[src/rtl/ssw_pkg.sv]
// package: timing constants and state codes for the supply supervisor watchdog
package ssw_pkg;
  localparam int unsigned SSW_CLK_HZ = 100_000_000; // system clock rate
  localparam int unsigned SSW_PULSE_MS = 200; // nominal reset pulse, ms
  localparam int unsigned SSW_STRETCH_MIN_MS = 140; // least extension after a supply dip, ms
  localparam int unsigned SSW_TIMEOUT_MS = 1600; // nominal watchdog timeout, ms
  localparam int unsigned SSW_STROBE_MIN_NS = 50; // shortest strobe pulse to detect, ns
  localparam int unsigned SSW_CLK_PERIOD_NS = 1_000_000_000 / SSW_CLK_HZ; // clock period, ns
  // cycle counts derived from the times above
  localparam int unsigned SSW_PULSE_CYC = SSW_PULSE_MS * (SSW_CLK_HZ / 1000);
  localparam int unsigned SSW_STRETCH_MIN_CYC = SSW_STRETCH_MIN_MS * (SSW_CLK_HZ / 1000);
  localparam int unsigned SSW_TIMEOUT_CYC = SSW_TIMEOUT_MS * (SSW_CLK_HZ / 1000);
  // strobe pulses shorter than this many clocks may be missed (least time, rounded up)
  localparam int unsigned SSW_STROBE_MIN_CYC = (SSW_STROBE_MIN_NS + SSW_CLK_PERIOD_NS - 1) / SSW_CLK_PERIOD_NS;
  localparam int unsigned SSW_CNT_W = 32; // width of the duration counters
  localparam logic [1:0] SSW_SYNC_RST = 2'h0; // synchroniser reset value
  // reset-pulse controller states
  typedef enum logic [1:0] {
    SSW_ST_HOLD = 2'b00, // supply low or manual reset held: reset asserted, no count
    SSW_ST_STRETCH = 2'b01, // counting down the pulse
    SSW_ST_RUN = 2'b10 // reset released
  } ssw_state_type;
endpackage

[src/rtl/ssw_sync_if.sv]
// interface: synchronised input levels passed from the synchroniser to the core
`timescale 1ns/100ps
interface ssw_sync_if;
  logic supply_low; // supply below reset threshold
  logic manual_reset_n; // manual reset, active low
  logic power_fail_sense_in; // monitored voltage above reference
  logic watchdog_strobe_in; // strobe level
  logic strobe_float; // strobe not driven
  modport src (output supply_low, output manual_reset_n, output power_fail_sense_in,
               output watchdog_strobe_in, output strobe_float);
  modport dst (input supply_low, input manual_reset_n, input power_fail_sense_in,
               input watchdog_strobe_in, input strobe_float);
endinterface

[src/rtl/ssw_supervisor.sv]
// module: supply supervisor with reset stretcher, watchdog and power-fail warning
`timescale 1ns/100ps
// How it works
// - manual reset low starts reset pulse
// - warning low while sense below reference
// - steady strobe for timeout drives expiry low
// - floating strobe disables the watchdog
// - each reset holds output low full pulse
// - reset low while supply is low
// - full pulse after supply/manual release
// - watchdog expiry never asserts reset itself
// - expiry output stays low until cleared
// - supply low forces expiry output low
// - expiry output releases immediately, no stretch
// - active-high reset is exact inverse
// - dip mid-pulse extends at least minimum
// - timer counts after release when driven
// - detect short strobe pulses; host toggles
module ssw_supervisor
  import ssw_pkg::*;
#(
  parameter int unsigned PULSE_CYC = SSW_PULSE_CYC, // reset pulse length, cycles
  parameter int unsigned STRETCH_MIN_CYC = SSW_STRETCH_MIN_CYC, // least extension after a dip
  parameter int unsigned TIMEOUT_CYC = SSW_TIMEOUT_CYC // watchdog timeout, cycles
) (
  input wire logic clk_sys_i, // system clock, 100 MHz
  input wire logic resetn_i, // async reset, active low
  input wire logic supply_low_i, // supply below reset threshold
  input wire logic manual_reset_n_i, // manual reset, active low
  input wire logic power_fail_sense_in_i, // high when monitored voltage above reference
  input wire logic watchdog_strobe_in_i, // watchdog strobe level from host
  input wire logic strobe_float_i, // high while the strobe is undriven
  output logic reset_n_o, // active-low reset to host
  output logic reset_o, // active-high reset to host
  output logic power_fail_warn_n_o, // power-fail warning, active low
  output logic watchdog_expired_n_o // watchdog expired or low line, active low
);
  ssw_sync_if sif(); // synchronised levels
  logic [4:0] sync_w; // synchroniser output bundle
  ssw_state_type state_q; // reset controller state
  ssw_state_type state_d; // next state
  logic [SSW_CNT_W-1:0] pulse_cnt_q; // cycles left in the reset pulse
  logic [SSW_CNT_W-1:0] pulse_cnt_d; // next pulse count
  logic [SSW_CNT_W-1:0] wd_cnt_q; // watchdog elapsed cycles
  logic [SSW_CNT_W-1:0] wd_cnt_d; // next watchdog count
  logic strobe_prev_q; // strobe level one cycle back
  logic wd_done_q; // timer has expired
  logic wd_done_d; // next expiry flag
  logic reset_n_q; // registered reset output
  logic pfw_n_q; // registered warning output
  logic trigger_w; // something holds reset
  logic supply_rise_w; // supply low appeared this cycle
  logic strobe_edge_w; // strobe toggled
  logic wd_clear_w; // watchdog clear condition
  logic [SSW_CNT_W-1:0] stretch_w; // minimum remaining after a dip

  // all inputs except clk_sys_i and resetn_i pass two flops before any use
  ssw_sync #(.WIDTH(5)) u_sync (
    .clk_sys_i(clk_sys_i),
    .resetn_i(resetn_i),
    .raw_i({supply_low_i, manual_reset_n_i, power_fail_sense_in_i, watchdog_strobe_in_i, strobe_float_i}),
    .sync_o(sync_w)
  );
  assign sif.supply_low = sync_w[4];
  assign sif.manual_reset_n = sync_w[3];
  assign sif.power_fail_sense_in = sync_w[2];
  assign sif.watchdog_strobe_in = sync_w[1];
  assign sif.strobe_float = sync_w[0];

  // decode of triggers; the watchdog expiry is deliberately not a term here
  assign trigger_w = sif.supply_low | ~sif.manual_reset_n;
  logic supply_low_prev_q; // supply low one cycle back, for dip detection
  assign supply_rise_w = sif.supply_low & ~supply_low_prev_q;
  assign stretch_w = SSW_CNT_W'(STRETCH_MIN_CYC);

  // reset controller: hold while triggered, then count the full pulse
  always_comb begin
    state_d = state_q;
    pulse_cnt_d = pulse_cnt_q;
    case (state_q)
      SSW_ST_HOLD: begin
        if (!trigger_w) begin
          state_d = SSW_ST_STRETCH;
          pulse_cnt_d = SSW_CNT_W'(PULSE_CYC);
        end
      end
      SSW_ST_STRETCH: begin
        if (trigger_w) begin
          state_d = SSW_ST_HOLD; // new trigger restarts the pulse after release
        end else if (pulse_cnt_q <= SSW_CNT_W'(1)) begin
          state_d = SSW_ST_RUN;
          pulse_cnt_d = '0;
        end else begin
          pulse_cnt_d = pulse_cnt_q - SSW_CNT_W'(1);
        end
      end
      SSW_ST_RUN: begin
        if (trigger_w) begin
          state_d = SSW_ST_HOLD;
        end
      end
      default: begin
        state_d = SSW_ST_HOLD;
      end
    endcase
  end
  // a dip mid-pulse holds, and the release then reloads a full pulse, which exceeds the minimum
  wire dip_in_pulse_w = supply_rise_w & (state_q == SSW_ST_STRETCH);
  wire reset_asserted_w = (state_d != SSW_ST_RUN);

  // watchdog: clear on reset, float or any strobe edge; count otherwise
  assign strobe_edge_w = sif.watchdog_strobe_in ^ strobe_prev_q;
  assign wd_clear_w = reset_asserted_w | sif.strobe_float | strobe_edge_w;
  always_comb begin
    wd_cnt_d = wd_cnt_q;
    wd_done_d = wd_done_q;
    if (wd_clear_w) begin
      wd_cnt_d = '0;
      wd_done_d = 1'b0;
    end else if (wd_cnt_q >= SSW_CNT_W'(TIMEOUT_CYC - 1)) begin
      wd_done_d = 1'b1;
    end else begin
      wd_cnt_d = wd_cnt_q + SSW_CNT_W'(1);
    end
  end

  // state and counters
  always_ff @(posedge clk_sys_i or negedge resetn_i) begin
    if (!resetn_i) begin
      state_q <= SSW_ST_HOLD;
      pulse_cnt_q <= '0;
      wd_cnt_q <= '0;
      wd_done_q <= 1'b0;
      strobe_prev_q <= 1'b0;
      supply_low_prev_q <= 1'b0;
    end else begin
      state_q <= state_d;
      pulse_cnt_q <= dip_in_pulse_w && (pulse_cnt_d < stretch_w) ? stretch_w : pulse_cnt_d;
      wd_cnt_q <= wd_cnt_d;
      wd_done_q <= wd_done_d;
      strobe_prev_q <= sif.watchdog_strobe_in;
      supply_low_prev_q <= sif.supply_low;
    end
  end

  // registered outputs
  always_ff @(posedge clk_sys_i or negedge resetn_i) begin
    if (!resetn_i) begin
      reset_n_q <= 1'b0;
      pfw_n_q <= 1'b0;
    end else begin
      reset_n_q <= ~reset_asserted_w;
      pfw_n_q <= sif.power_fail_sense_in;
    end
  end

  assign reset_n_o = reset_n_q;
  assign reset_o = ~reset_n_q;
  assign power_fail_warn_n_o = pfw_n_q;
  // low line forces it low and releases with no stretch
  assign watchdog_expired_n_o = ~(wd_done_q | sif.supply_low);

  // assertions
  property p_inverse;
    @(posedge clk_sys_i) disable iff (!resetn_i) reset_o == ~reset_n_o;
  endproperty
  a_inverse: assert property (p_inverse) else $error("reset outputs not complementary");

  property p_supply_holds;
    @(posedge clk_sys_i) disable iff (!resetn_i) sif.supply_low |=> !reset_n_o;
  endproperty
  a_supply_holds: assert property (p_supply_holds) else $error("reset released during supply low");

  property p_manual;
    @(posedge clk_sys_i) disable iff (!resetn_i) !sif.manual_reset_n |=> !reset_n_o;
  endproperty
  a_manual: assert property (p_manual) else $error("manual reset did not assert reset");

  property p_pulse_min;
    @(posedge clk_sys_i) disable iff (!resetn_i)
      (state_q == SSW_ST_HOLD && !trigger_w) |=> !reset_n_o [*2];
  endproperty
  a_pulse_min: assert property (p_pulse_min) else $error("reset released too early");

  property p_wd_low_line;
    @(posedge clk_sys_i) disable iff (!resetn_i) sif.supply_low |-> !watchdog_expired_n_o;
  endproperty
  a_wd_low_line: assert property (p_wd_low_line) else $error("expiry output high in low line");

  // keyed to the reset decision itself: the registered reset output lags it by one edge,
  // so at the release edge the timer has already started its first count
  property p_wd_clear;
    @(posedge clk_sys_i) disable iff (!resetn_i) (sif.strobe_float || reset_asserted_w) |=> wd_cnt_q == '0;
  endproperty
  a_wd_clear: assert property (p_wd_clear) else $error("watchdog not cleared");

  property p_wd_no_reset;
    @(posedge clk_sys_i) disable iff (!resetn_i)
      (wd_done_q && !trigger_w && state_q == SSW_ST_RUN) |=> reset_n_o;
  endproperty
  a_wd_no_reset: assert property (p_wd_no_reset) else $error("expiry asserted reset");

  property p_pfw;
    @(posedge clk_sys_i) disable iff (!resetn_i) 1'b1 |=> power_fail_warn_n_o == $past(sif.power_fail_sense_in);
  endproperty
  a_pfw: assert property (p_pfw) else $error("warning does not follow sense");

  property p_wd_sticky;
    @(posedge clk_sys_i) disable iff (!resetn_i) (wd_done_q && !wd_clear_w) |=> wd_done_q;
  endproperty
  a_wd_sticky: assert property (p_wd_sticky) else $error("expiry dropped without clear");

  // a dip mid-pulse must keep reset low well past the dip, never release it soon after
  property p_dip_extends;
    @(posedge clk_sys_i) disable iff (!resetn_i) dip_in_pulse_w |=> !reset_n_o [*8];
  endproperty
  a_dip_extends: assert property (p_dip_extends) else $error("reset not extended after dip");

  // once the low line clears, an unexpired watchdog lets its output go at once
  property p_wd_no_stretch;
    @(posedge clk_sys_i) disable iff (!resetn_i) ($fell(sif.supply_low) && !wd_done_q) |-> watchdog_expired_n_o;
  endproperty
  a_wd_no_stretch: assert property (p_wd_no_stretch) else $error("expiry output held after low line");

  c_expire: cover property (@(posedge clk_sys_i) disable iff (!resetn_i) $rose(wd_done_q));
  c_release: cover property (@(posedge clk_sys_i) disable iff (!resetn_i) $rose(reset_n_o));
  c_dip: cover property (@(posedge clk_sys_i) disable iff (!resetn_i) dip_in_pulse_w);
  c_float: cover property (@(posedge clk_sys_i) disable iff (!resetn_i) sif.strobe_float && !wd_done_q);
endmodule

[src/rtl/ssw_sync.sv]
// module: two-flop synchronisers for the supervisor's digital inputs
`timescale 1ns/100ps
module ssw_sync
  import ssw_pkg::*;
#(
  parameter int unsigned WIDTH = 5 // number of levels synchronised
) (
  input wire logic clk_sys_i, // system clock
  input wire logic resetn_i, // async reset, active low
  input wire logic [WIDTH-1:0] raw_i, // raw levels
  output logic [WIDTH-1:0] sync_o // synchronised levels
);
  logic [WIDTH-1:0] meta_q; // first stage, read only by the second
  logic [WIDTH-1:0] sync_q; // second stage

  // first stage: resets low; the core treats the first two cycles as idle anyway
  always_ff @(posedge clk_sys_i or negedge resetn_i) begin
    if (!resetn_i) begin
      meta_q <= '0;
    end else begin
      meta_q <= raw_i;
    end
  end

  // second stage
  always_ff @(posedge clk_sys_i or negedge resetn_i) begin
    if (!resetn_i) begin
      sync_q <= '0;
    end else begin
      sync_q <= meta_q;
    end
  end

  assign sync_o = sync_q;
endmodule

[config.mk]
export PLATFORM = sky130hd
export DESIGN_NAME = ssw_supervisor
export DESIGN_NICKNAME = d
export VERILOG_FILES = /design/src/rtl/ssw_pkg.sv /design/src/rtl/ssw_sync_if.sv /design/src/rtl/ssw_supervisor.sv /design/src/rtl/ssw_sync.sv
export SDC_FILE = /design/constraint.sdc
export NUM_CORES = 1
export LEC_CHECK = 0
export BUFFER_PORTS_ARGS = -buffer_cell sky130_fd_sc_hd__buf_2
export CAP_MARGIN = 20
export CELL_PAD_IN_SITES_DETAIL_PLACEMENT = 0
export CELL_PAD_IN_SITES_GLOBAL_PLACEMENT = 2
export CORE_UTILIZATION = 36
export DETAILED_ROUTE_END_ITERATION = 8
export PLACE_DENSITY_LB_ADDON = 0.1
export SLEW_MARGIN = 15
export SYNTH_ARGS = -nofsm -noshare
export SYNTH_HDL_FRONTEND = slang
export SYNTH_SLANG_ARGS = --single-unit
export TNS_END_PERCENT = 50
[constraint.sdc]
create_clock -name clk_sys_i -period 3.3 [get_ports clk_sys_i]
set_clock_uncertainty 0.05 [all_clocks]
set_input_delay 0.99 -clock clk_sys_i [delete_from_list [all_inputs] [get_ports clk_sys_i]]
set_output_delay 0.99 -clock clk_sys_i [all_outputs]
set_load 0.01 [all_outputs]
======== Yosys cells after proc, flatten, opt, wreduce, memory -nomap -nowiden ========
Cells that the tools add are included.
word-level totals
  flip-flop bits (word level) ............. 81
  input port bits ......................... 7
cells by class
  multiplexer cells ....................... 14
  $lt $le $gt $ge ......................... 3
  equal/unequal tests ..................... 4
  reduce and logical (&&, ||, !) cells .... 3
  bitwise gates (word level) .............. 12
  $add $sub $neg .......................... 2
operators by type and width
  operator               count
  $mux 32                6
  $pmux 32 s2            1
  $add 32x1->32 const B  1
  $ge 32x28->1 const B   1
  $le 32x1->1 const B    1
  $lt 32x24->1 const B   1
  $sub 32x1->32 const B  1
  $mux 2                 4
  $pmux 2 s3             1
  $not 1->1              5
  $ne 2x2->1 const B     2
  $or 1x1->1             4
  $and 1x1->1            2
  $eq 2x1->1 const B     1
  $eq 2x2->1 const B     1
  $logic_not 2->1        1
  $mux 1                 2
  $reduce_bool 2->1      1
  $logic_and 1x1->1      1
  $xor 1x1->1            1

======== Longest topological paths before layout ========
Gate-level depths: netlist of run 1.
  depth after elaboration ................. 8
  depth in mapped cells ................... 13
  gate-level depth less buffers ........... 11

======== By module ========
Synthesis of run 1 repeated with hierarchy kept, for this count alone.
second synthesis, totals
  cell total of the unflattened synthesis .. 513
  area total of the unflattened synthesis .. 4,692.0 µm²
by module, submodules not included
  module          instances  cells each  area each (µm²)
  ssw_supervisor  1          503         4,441.8
  ssw_sync        1          10          250.2

======== Least setup slack after synthesis of run 1 ========
No wires, ideal clock.
  path type ............................... reg2reg
  start point ............................. register pulse_cnt_q[2]
  end point ............................... register pulse_cnt_q[16]
  data required time ...................... 3.122 ns
  cell stages (with the launch flop) ...... 12
  slack ................................... 0.002 ns
  period minus slack after synthesis ...... 3.298 ns
  arrival time ............................ 3.120 ns
  setup time .............................. 0.128 ns
  cells stage by stage .................... dfrtp_1 -> buf_2 -> or4_4 -> buf_6 -> or4_4 -> o41ai_2 -> o311ai_1 -> or3b_4 -> a31oi_4 -> a21o_1 -> buf_6 -> nand2_1
on the way
  longest elaborated chain between the ends .. 7
ends and longest elaborated chain
  element                                              line                                        text
  start, declared                                      ssw_supervisor.sv:42                        logic [SSW_CNT_W-1:0] pulse_cnt_q;
  start signal, assigned                               ssw_supervisor.sv:138                       pulse_cnt_q <= dip_in_pulse_w && (pulse_cnt_d < stretch_w) ? stretch_w : pulse_cnt_d;
  $sub 32x1->32 / $le 32x1->1 (equally long branches)  ssw_supervisor.sv:94, ssw_supervisor.sv:90
  $mux 32                                              ssw_supervisor.sv:90                        end else if (pulse_cnt_q <= SSW_CNT_W'(1)) begin
  $mux 32                                              ssw_supervisor.sv:88                        if (trigger_w) begin
  $pmux 32 s2 *                                        ssw_supervisor.sv:80                        case (state_q)
  $lt 32x24->1                                         ssw_supervisor.sv:138
  $logic_and 1x1->1                                    ssw_supervisor.sv:138
  $mux 32 *                                            ssw_supervisor.sv:138
Mark *: on every way between the ends. The rest lies on a longest branch, timed or not.
A chain may end at the register's enable or synchronous reset.

======== Final worst setup path of run 1 ========
  start point ............................. register pulse_cnt_q[2]
  end point ............................... register pulse_cnt_q[13]
The elaborated chain is that of the path after synthesis.

==> results.py, run 1 <==
metrics = {
    "sta": {
        "fin_ws_ps": 3.918,
        "clock.fmax_mhz": 303.4,
        "rsz0062_at_grt": "true",
        "setup-violations-final": 0,
        "finalSetupTns_ps": 0,
        "period_minus_slack_ps": 3296,
        "drv_slew": 0,
        "fin_crit_sh": 0.9988,
        "worst_pin_slew_ps": 501.2,
        "maxSlewHeadroom": 0.6628,
        "hold_violations": 0,
    },
    "grt": {
        "grt_max_degree": 39,
        "antenna_found_initial": 0,
        "grt_pass1_vias": 4118,
        "grt_pass1_wl_um": 21980,
        "overflow": 0,
        "grt_usage": 0.2238,
    },
    "detailed_routing": {
        "finalWirelength_um": 13320,
        "viasPerCell": 5.408,
        "drcViolationCount": 0,
        "drt_pass1_iterations": 4,
        "routedWlPerCell_um": 17.37,
        "num_vias": 4148,
        "antenna_left": 0,
        "drtIter0Drc": 343,
    },
    "die": {
        "fp.dieH_um": 113.9,
        "core_mm2": 0.01211,
        "dieArea_mm2": 0.01298,
        "chipWidth_um": 113.9,
        "start_util": 0.3723,
        "num_rows": 40,
        "pin_count": 11,
    },
    "placed_design": {
        "gp_congestion": 0.8357,
        "dp_hpwl_um": 9927,
        "pre_cts_slack_ps": -106.0,
        "port_buffers": 10,
    },
    "run_status": {
        "outcome": "finished clean",
    },
    "worst_hold_path": {
        "hold_path_class": "flop to flop",
        "whs_path_depth": 0,
    },
    "final_layout": {
        "fin_nets": 604,
        "syn2layout_area_growth_pct": 29.63,
        "layout-drive-gt1-share": 0.2654,
        "antenna_cells": 0,
        "layout_commonest_cell": "buf_4",
        "layout_common_cells": "96 x buf_4, 81 x dfrtp_1, 58 x nor2_1, 47 x nand2_1",
        "fillers": 1198,
    },
    "pwr": {
        "p_per_area_mw_per_mm2": 474.2,
        "net-switching-power_w": 0.0008268,
        "power.leakage_nw": 2.405,
        "ir_worst_vdd_v": 0.0002337,
        "comb_power_share": 0.232,
        "clockPowerShare": 0.379,
        "p_int_w": 0.001945,
        "seq_power_share": 0.389,
        "switching_share": 0.2983,
    },
    "critical_path": {
        "cp_max_fo": 8,
        "crit_chain": "or4_4, or4_4, o41ai_4, o311ai_2, buf_4, a2111oi_4, buf_6, inv_2, a21oi_1, buf_4, nor2_1",
        "required_ps": 3490,
        "path_class": "flop to flop",
        "path_buf_inv": 4,
        "worst_setup_path_end_kind": "flop",
        "reg2regPathDepth": 11,
        "crit_path_start_kind": "flop",
        "crit_cells": 11,
        "slowest_delay_ps": 580,
        "cp.arrival_ps": 3480,
        "slowest_stage": "or4_4",
        "cp_top_family": "simple AND/OR/NAND/NOR gates",
    },
    "clocking": {
        "root_buffer": "clkbuf_16",
        "htree_levels": 3,
        "cts_tree": "built",
        "cts_hold_buf": 0,
        "clk_pin_slew_worst_paths_ps": 70,
        "numCtsBuffers": 9,
        "clock_path_buffers": 2,
        "clock_latency_ps": 350,
        "clkSinkCount": 81,
    },
    "synthesis": {
        "synth_seq_cells": 81,
        "synth_warnings": 0,
        "postSynthCellCount": 501,
        "netlist_area_mm2": 0.004509,
        "syn_area_per_cell_um2": 9.001,
        "synth_nets": 511,
        "ys.flop_type": "dfrtp_1",
        "synth_cell_type_count": 61,
        "async_reset_ff_frac": 1.000,
        "synth_seq_area_share": 0.4495,
        "synth_edf_count": 0,
    },
    "run": {
        "cap_violations": 0,
    },
}
-- power by group through the flow --
stage | combinational, W | clock [W] | sequential [W]
after floorplan | 0.000306 | 0 | 0.00110
after global placement | 0.000600 | 0 | 0.00109
after detailed placement | 0.000603 | 0 | 0.00110
after CTS | 0.000615 | 0.00107 | 0.00108
after global routing | 0.000703 | 0.00112 | 0.00108
final | 0.000643 | 0.00105 | 0.00108
-- cells in the mapped netlist, drive strengths merged (2+ instances only) --
library cell,count,area share
o22ai,2,0.0028
nor2b,2,0.0028
nor4b,3,0.0058
o21a,3,0.0050
and2,2,0.0028
o31ai,5,0.0083
o21bai,2,0.0033
mux2i,4,0.0089
nor3b,2,0.0033
or3,8,0.011
xor2,6,0.012
buf,6,0.0094
nand3,16,0.018
ha,3,0.0083
o41ai,5,0.011
and4b,2,0.0044
o31a,2,0.0039
nand4,14,0.019
or3b,3,0.0064
o311a,2,0.0044
a31o,2,0.0039
nand3b,3,0.0050
clkbuf,20,0.017
a31oi,8,0.014
o21ai,26,0.029
or2,2,0.0028
nor2,58,0.048
or4,10,0.018
nand2b,9,0.012
xnor2,17,0.033
o311ai,6,0.012
o211ai,4,0.0067
dfrtp,81,0.45
nor4,17,0.025
nor3,23,0.027
nand2,51,0.042
and4,5,0.0097
o211a,2,0.0044
inv,12,0.010
a21o,5,0.0083
a21oi,23,0.026
a41oi,5,0.0097
and3,13,0.018
-- kinds of logic (layout without fill, tap and decap cells) --
group | Yosys count | after routing | synth area share
AO/OA/AOI/OAI | 109 | 109 | 0.1701
flip-flops | 81 | 81 | 0.4495
adder cells (fa/ha/maj) | 3 | 3 | 0.008325
AND/OR/NAND/NOR | 243 | 243 | 0.2825
buffers and inverters | 38 | 136 | 0.03607
XOR/XNOR | 23 | 23 | 0.04467
multiplexers | 4 | 4 | 0.008879
-- area by class of cell --
class,instances,area [um2],share of cell area
Sequential cell,81,2027,0.3467
Timing Repair Buffer,108,808.3,0.1383
Clock buffer,11,242.7,0.04152
Inverter,12,45.04,0.007705
Clock inverter,5,63.81,0.01092
Multi-Input combinational cell,382,2449,0.4189
Tap cell,168,210.2,0.03596
-- stage by stage --
step	area [um2]	hold WS, ps	power (W)	cells	utilization
after floorplan	4509	281.2	0.001404	501	-
after global placement	5373	281.4	0.001693	747	0.4436
after detailed placement	5373	284.7	0.001698	747	0.4436
after CTS	5731	299.1	0.002767	764	0.4731
after global routing	5846	308.5	0.002904	767	0.4826
final	5846	296.9	0.002772	767	0.4826
-- path summary, 6_finish.rpt --
path	startpoint	endpoint	slack, ps
max in group asynchronous	resetn_i	wd_done_q	1920
min in group asynchronous	resetn_i	pulse_cnt_q[2]	540
worst max register to register	pulse_cnt_q[2]	pulse_cnt_q[13]	4
worst min register to register	u_sync.meta_q[1]	u_sync.sync_o[1]	300
worst min-delay path	u_sync.meta_q[1]	u_sync.sync_o[1]	300
worst max-delay path	pulse_cnt_q[2]	pulse_cnt_q[13]	4
-- per-layer routing --
metal	part of all wire	vias to the layer above	track usage	routed length (um)
met2	0.49	68	0.3693	6501
met5	0	-	0	0
met3	0.033	18	0.03029	444
met1	0.46	2024	0.2900	6104
li1	-	2038	-	-
met4	0.020	0	0.1074	273
-- state kept, by name (all words and copies together), names as in the netlist --
signal,count
wd_done_q,1
pulse_cnt_q,32
supply_low_prev_q,1
wd_cnt_q,32
state_q,2
reset_n_o,1
u_sync.sync_o,5
power_fail_warn_n_o,1
u_sync.meta_q,5
strobe_prev_q,1
-- worst register-to-register path: stages, from the launching register on --
cell	delay, ps
dfrtp_1	380
or4_4	560
or4_4	580
o41ai_4	390
o311ai_2	160
buf_4	170
a2111oi_4	310
buf_6	190
inv_2	50
a21oi_1	120
buf_4	160
nor2_1	60
-- timing repair --
item                                    CTS  global route
endpoints found under the setup margin   21            22
gates resized for setup                   9            24
gates cloned                              0             0
pin swaps                                 1             7
buffers inserted                          1             3
Note: power is estimated with default switching activity, not from simulation.
==> inputs of run 2 (changes only) <==
clock period = 2.8 ns   (was 3.3 ns; I/O delays follow)
==> run 2 against run 1 <==
  * The flow now finishes with violations (negative setup slack)
  * Via count is 5.9% higher
  * Global-route usage is 0.14 points lower
  * Core utilization is 4.1 points higher
  * Critical path depth is 2 higher
  * Sequential share of layout area is 2.7 points lower
  * Worst hold slack better by 2.8 ps
  * Critical endpoint is now pulse_cnt_q[16]
==> results.py, run 2 (synthesis gave the netlist of run 1 again) <==
metrics = {
    "run_status": {
        "outcome": "finished with violations",
        "violations": "negative setup slack",
    },
    "die": {
        "dieArea_mm2": 0.01298,
        "pin_count": 11,
        "fp.dieH_um": 113.9,
        "start_util": 0.3723,
        "core_mm2": 0.01211,
        "num_rows": 40,
        "chipWidth_um": 113.9,
    },
    "sta": {
        "maxSlewHeadroom": 0.5765,
        "period_minus_slack_ps": 3221,
        "rsz0062_at_grt": "true",
        "fin_ws_ps": -420.9,
        "setup-violations-final": 24,
        "worst_pin_slew_ps": 635.2,
        "finalSetupTns_ps": -8992,
        "drv_slew": 0,
        "hold_violations": 0,
        "clock.fmax_mhz": 310.5,
        "fin_crit_sh": 1.150,
    },
    "critical_path": {
        "worst_setup_path_end_kind": "flop",
        "r2r_setup_slack_ps": -420,
        "cp-startpoint": "pulse_cnt_q[12]",
        "cp_max_fo": 11,
        "critPathCapture": "pulse_cnt_q[16]",
        "reg2regPathDepth": 13,
        "r2r-start": "pulse_cnt_q[12]",
        "r2r-end": "pulse_cnt_q[16]",
        "required_ps": 3040,
        "crit_path_start_kind": "flop",
        "path_class": "flop to flop",
        "cp.arrival_ps": 3460,
    },
    "grt": {
        "grt_pass1_vias": 4171,
        "overflow": 0,
        "antenna_found_initial": 0,
        "grt_usage": 0.2224,
        "grt_pass1_wl_um": 22050,
        "grt_max_degree": 50,
    },
    "pwr": {
        "net-switching-power_w": 0.001013,
        "comb_power_share": 0.237,
        "power.leakage_nw": 2.701,
        "ir_worst_vdd_v": 0.0002736,
        "p_int_w": 0.002631,
        "switching_share": 0.2780,
        "seq_power_share": 0.351,
        "clockPowerShare": 0.413,
        "p_per_area_mw_per_mm2": 574.7,
    },
    "placed_design": {
        "pre_cts_slack_ps": -528.4,
        "gp_congestion": 0.8945,
        "port_buffers": 10,
        "dp_hpwl_um": 10040,
        "place_inst": 793,
    },
    "final_layout": {
        "antenna_cells": 0,
        "final_cells": 814,
        "reg_top3": "pulse_cnt_q (32), wd_cnt_q (32)",
        "fin_nets": 651,
        "layout_commonest_cell": "buf_4",
        "layout_common_cells": "141 x buf_4, 81 x dfrtp_1, 57 x nor2_1, 50 x nand2_1, 21 x a21oi_1",
        "syn2layout_area_growth_pct": 40.62,
        "layout-drive-gt1-share": 0.3328,
    },
    "clocking": {
        "cts_hold_buf": 0,
        "root_buffer": "clkbuf_16",
        "clock_path_buffers": 2,
        "clk_pin_slew_worst_paths_ps": 70,
        "clock_latency_ps": 350,
        "numCtsBuffers": 9,
        "cts_tree": "built",
        "clkSinkCount": 81,
        "htree_levels": 3,
    },
    "detailed_routing": {
        "routedWlPerCell_um": 16.70,
        "antenna_left": 0,
        "drtIter0Drc": 360,
        "finalWirelength_um": 13590,
        "num_vias": 4394,
        "viasPerCell": 5.398,
        "drt_pass1_iterations": 5,
        "drcViolationCount": 0,
    },
    "worst_hold_path": {
        "hold_path_class": "flop to flop",
    },
    "run": {
        "cap_violations": 0,
    },
}
## run 2: cell types whose count changed in the layout (fill, tap and decap cells not counted), moves of 3 or more
cell	change
buf_4	+45
or4_1	-3
or4_4	+3
nand2_2	-3
bufinv_16	+3
nand2_1	+3
## run 2: layer usage
metal | global-route usage | vias to the layer above | share of wire
li1 | - | 2131 | -
met1 | 0.2904 | 2116 | 0.44
met2 | 0.3697 | 118 | 0.48
met3 | 0.03029 | 29 | 0.044
met4 | 0.09437 | 0 | 0.029
met5 | 0 | - | 0
## run 2: final cells by class
class,instances,area [um2]
sequential,81,2027
clock inverter,7,148.9
tap,168,210.2
inverter,12,45.04
timing repair buffer,155,1186
multi-input combinational,382,2499
clock buffer,9,225.2
fill,1130,5771
## run 2: worst min-delay path by stage
stage | slack, ps | cells past startpoint | start | to
detailed placement | 290 | 0 | u_sync.sync_o[2] | power_fail_warn_n_o
global route | 310 | 0 | u_sync.meta_q[1] | u_sync.sync_o[1]
global placement | 280 | 0 | u_sync.sync_o[2] | power_fail_warn_n_o
CTS | 300 | 0 | u_sync.meta_q[4] | u_sync.sync_o[4]
floorplan | 280 | 0 | u_sync.sync_o[2] | power_fail_warn_n_o
finish | 300 | 0 | u_sync.meta_q[4] | u_sync.sync_o[4]
## run 2: timing repair
action / 4_1_cts / 5_1_grt
setup endpoints to repair: 24 / 34
pin swaps: 8 / 2
resized for setup: 16 / 18
setup buffers: 3 / 2
## run 2: power by group through the flow
stage	sequential [W]	clock, W	combinational (W)
finish	0.00128	0.00150	0.000863
global route	0.00129	0.00158	0.000933
CTS	0.00127	0.00154	0.000838
detailed placement	0.00130	0	0.000822
global placement	0.00129	0	0.000821
floorplan	0.00130	0	0.000390
## run 2: stage by stage
stage | instance area, um2 | total power, W | util | hold slack [ps]
floorplan | 4572 | 0.001691 | - | 281.2
global placement | 5792 | 0.002116 | 0.4782 | 282.0
detailed placement | 5792 | 0.002117 | 0.4782 | 288.1
global route | 6341 | 0.003801 | 0.5236 | 310.4
finish | 6341 | 0.003644 | 0.5236 | 299.7
CTS | 6242 | 0.003649 | 0.5154 | 303.7
## run 2: critical path, cell delays in order (launching register included)
cell and delay, ps:
dfrtp_1 380, buf_4 150, nor4_1 420, nand4_1 370
o311ai_2 380, o31a_1 200, a211oi_2 60, buf_4 150
a2111oi_4 380, buf_4 180, inv_2 40, a21o_1 170
buf_12 150, nand2_1 60
==> inputs of run 3 (changes only) <==
BUFFER_PORTS_ARGS = not set   (was -buffer_cell sky130_fd_sc_hd__buf_2)
CORE_UTILIZATION = 37   (was 36)
DONT_BUFFER_PORTS = 1   (was not set)
==> run 3 against run 2 <==
  * The run still ends with negative setup slack left
  * Combinational power up 14%
  * Non-clock buffer count up 6
  * Clock-buffer cell count up 5
  * Critical path depth down 4
  * Register-to-register slack better by 50 ps
  * Critical path type unchanged
  * Wire length up 4.3%
  * Cell count down 2.3%
  * Fmax up 1.4%
  * Design area up 1.0%
  * Global-route usage up 1.2 points
  * Die area down 2.7%
  * Largest cell class unchanged
==> results.py, run 3 (synthesis gave the netlist of run 1 again) <==
metrics = {
    "run_status": {
        "outcome": "finished with violations",
        "violations": "negative setup slack",
    },
    "final_layout": {
        "final_cells": 795,
        "layout_commonest_cell": "buf_4",
        "layout_common_cells": "149 x buf_4, 81 x dfrtp_1, 56 x nor2_1, 48 x nand2_1, 20 x nor3_1",
        "syn2layout_area_growth_pct": 42.06,
        "antenna_cells": 0,
        "stdcell_area_mm2": 0.006406,
        "utilization": 0.5493,
        "reg_top3": "pulse_cnt_q (32), wd_cnt_q (32)",
        "fin_nets": 657,
        "layout-drive-gt1-share": 0.3482,
    },
    "die": {
        "core_mm2": 0.01166,
        "num_rows": 39,
        "start_util": 0.3867,
        "dieArea_mm2": 0.01263,
        "chipWidth_um": 112.4,
        "fp.dieH_um": 112.4,
        "pin_count": 11,
    },
    "clocking": {
        "cts_tree": "built",
        "clk_pin_slew_worst_paths_ps": 60,
        "clock_path_buffers": 2,
        "clock_latency_ps": 350,
        "root_buffer": "clkbuf_16",
        "htree_levels": 3,
        "clkSinkCount": 81,
        "numCtsBuffers": 9,
        "cts_hold_buf": 0,
    },
    "critical_path": {
        "crit_chain": "or4_4, or4_4, o41ai_4, o311ai_2, or3b_4, a31oi_4, a21o_1, buf_12, nand2_1",
        "path_common_cell": "or4_4",
        "required_ps": 2990,
        "cp_top_family": "simple AND/OR/NAND/NOR gates",
        "worst_setup_path_end_kind": "flop",
        "cp.arrival_ps": 3370,
        "path_buf_inv": 1,
        "path_class": "flop to flop",
        "cp-startpoint": "pulse_cnt_q[7]",
        "slowest_delay_ps": 590,
        "slowest_stage": "or4_4",
        "cp_max_fo": 11,
        "crit_path_start_kind": "flop",
        "r2r_setup_slack_ps": -380,
        "r2r-start": "pulse_cnt_q[7]",
    },
    "run": {
        "cap_violations": 0,
    },
    "sta": {
        "hold_violations": 0,
        "period_minus_slack_ps": 3175,
        "fin_crit_sh": 1.134,
        "setup-violations-final": 24,
        "rsz0062_at_grt": "true",
        "fin_ws_ps": -375.2,
        "finalSetupTns_ps": -7925,
        "maxSlewHeadroom": 0.6930,
        "worst_pin_slew_ps": 459.6,
        "drv_slew": 0,
        "clock.fmax_mhz": 314.9,
    },
    "placed_design": {
        "port_buffers": 0,
        "place_area_mm2": 0.005758,
        "gp_congestion": 0.8966,
        "dp_hpwl_um": 10120,
        "place_inst": 763,
    },
    "grt": {
        "grt_usage": 0.2342,
        "grt_pass1_vias": 4303,
        "antenna_found_initial": 0,
        "overflow": 0,
        "grt_pass1_wl_um": 22550,
        "grt_max_degree": 82,
    },
    "detailed_routing": {
        "antenna_left": 0,
        "finalWirelength_um": 14170,
        "num_vias": 4370,
        "drtIter0Drc": 316,
        "viasPerCell": 5.497,
        "drcViolationCount": 0,
        "routedWlPerCell_um": 17.82,
        "drt_pass1_iterations": 5,
    },
    "pwr": {
        "power.leakage_nw": 2.736,
        "ir_worst_vdd_v": 0.0004156,
        "p_per_area_mw_per_mm2": 527.3,
        "power_w": 0.003378,
    },
    "worst_hold_path": {
        "hold_path_class": "primary input to async pin",
    },
}
[run 3: cell types whose count changed in the layout (fill, tap and decap cells not counted), moves of 3 or more]
cell / previous run / this run
clkbuf_1: 0 / 3
bufinv_16: 4 / 0
buf_4: 141 / 149
buf_6: 2 / 7
a31oi_1: 6 / 3
buf_2: 9 / 0
[run 3: through the flow]
stage	hold slack [ps]	setup WS (ps)
detailed placement	286.2	-462.0
finish	134.3	-375.2
global route	117.1	-520.5
global placement	282.3	-434.0
CTS	121.8	-354.4
floorplan	281.2	-383.4
[run 3: cell type report]
class	count	area, um2
Inverter	12	47.55
Timing Repair Buffer	161	1303
Fill cell	1043	5256
Tap cell	143	178.9
Sequential cell	81	2027
Clock inverter	2	12.51
Clock buffer	14	264.0
Multi-Input combinational cell	382	2574
[run 3: path summary, 6_finish.rpt]
check,to,cells after the start
worst min register to register,u_sync.sync_o[1],0
min in group clk_sys_i,u_sync.sync_o[1],0
worst min-delay path,pulse_cnt_q[30],0
worst max register to register,pulse_cnt_q[22],9
worst max-delay path,pulse_cnt_q[22],9
max in group asynchronous,pulse_cnt_q[29],0
[run 3: power breakdown]
part | switching, W | total [W] | leakage, nW | internal (W)
Sequential | 0.0000416 | 0.00127 | 1.06 | 0.00123
Clock | 0.000471 | 0.00112 | 0.133 | 0.000649
Combinational | 0.000461 | 0.000986 | 1.55 | 0.000525
Total | 0.000974 | 0.00338 | 2.74 | 0.00240
[run 3: layer usage]
metal,GRT usage,vias up,routed length [um]
met3,0.04320,28,599
met2,0.3863,90,6769
li1,-,2144,-
met4,0.09244,0,391
met1,0.3050,2108,6408
met5,0,-,0
[run 3: what timing repair did]
item / 4_1_cts / 5_1_grt
setup endpoints to repair: 53 / 53
gates cloned: 0 / 2
setup buffers: 5 / 9
resized for setup: 29 / 24
pin swaps: 8 / 8
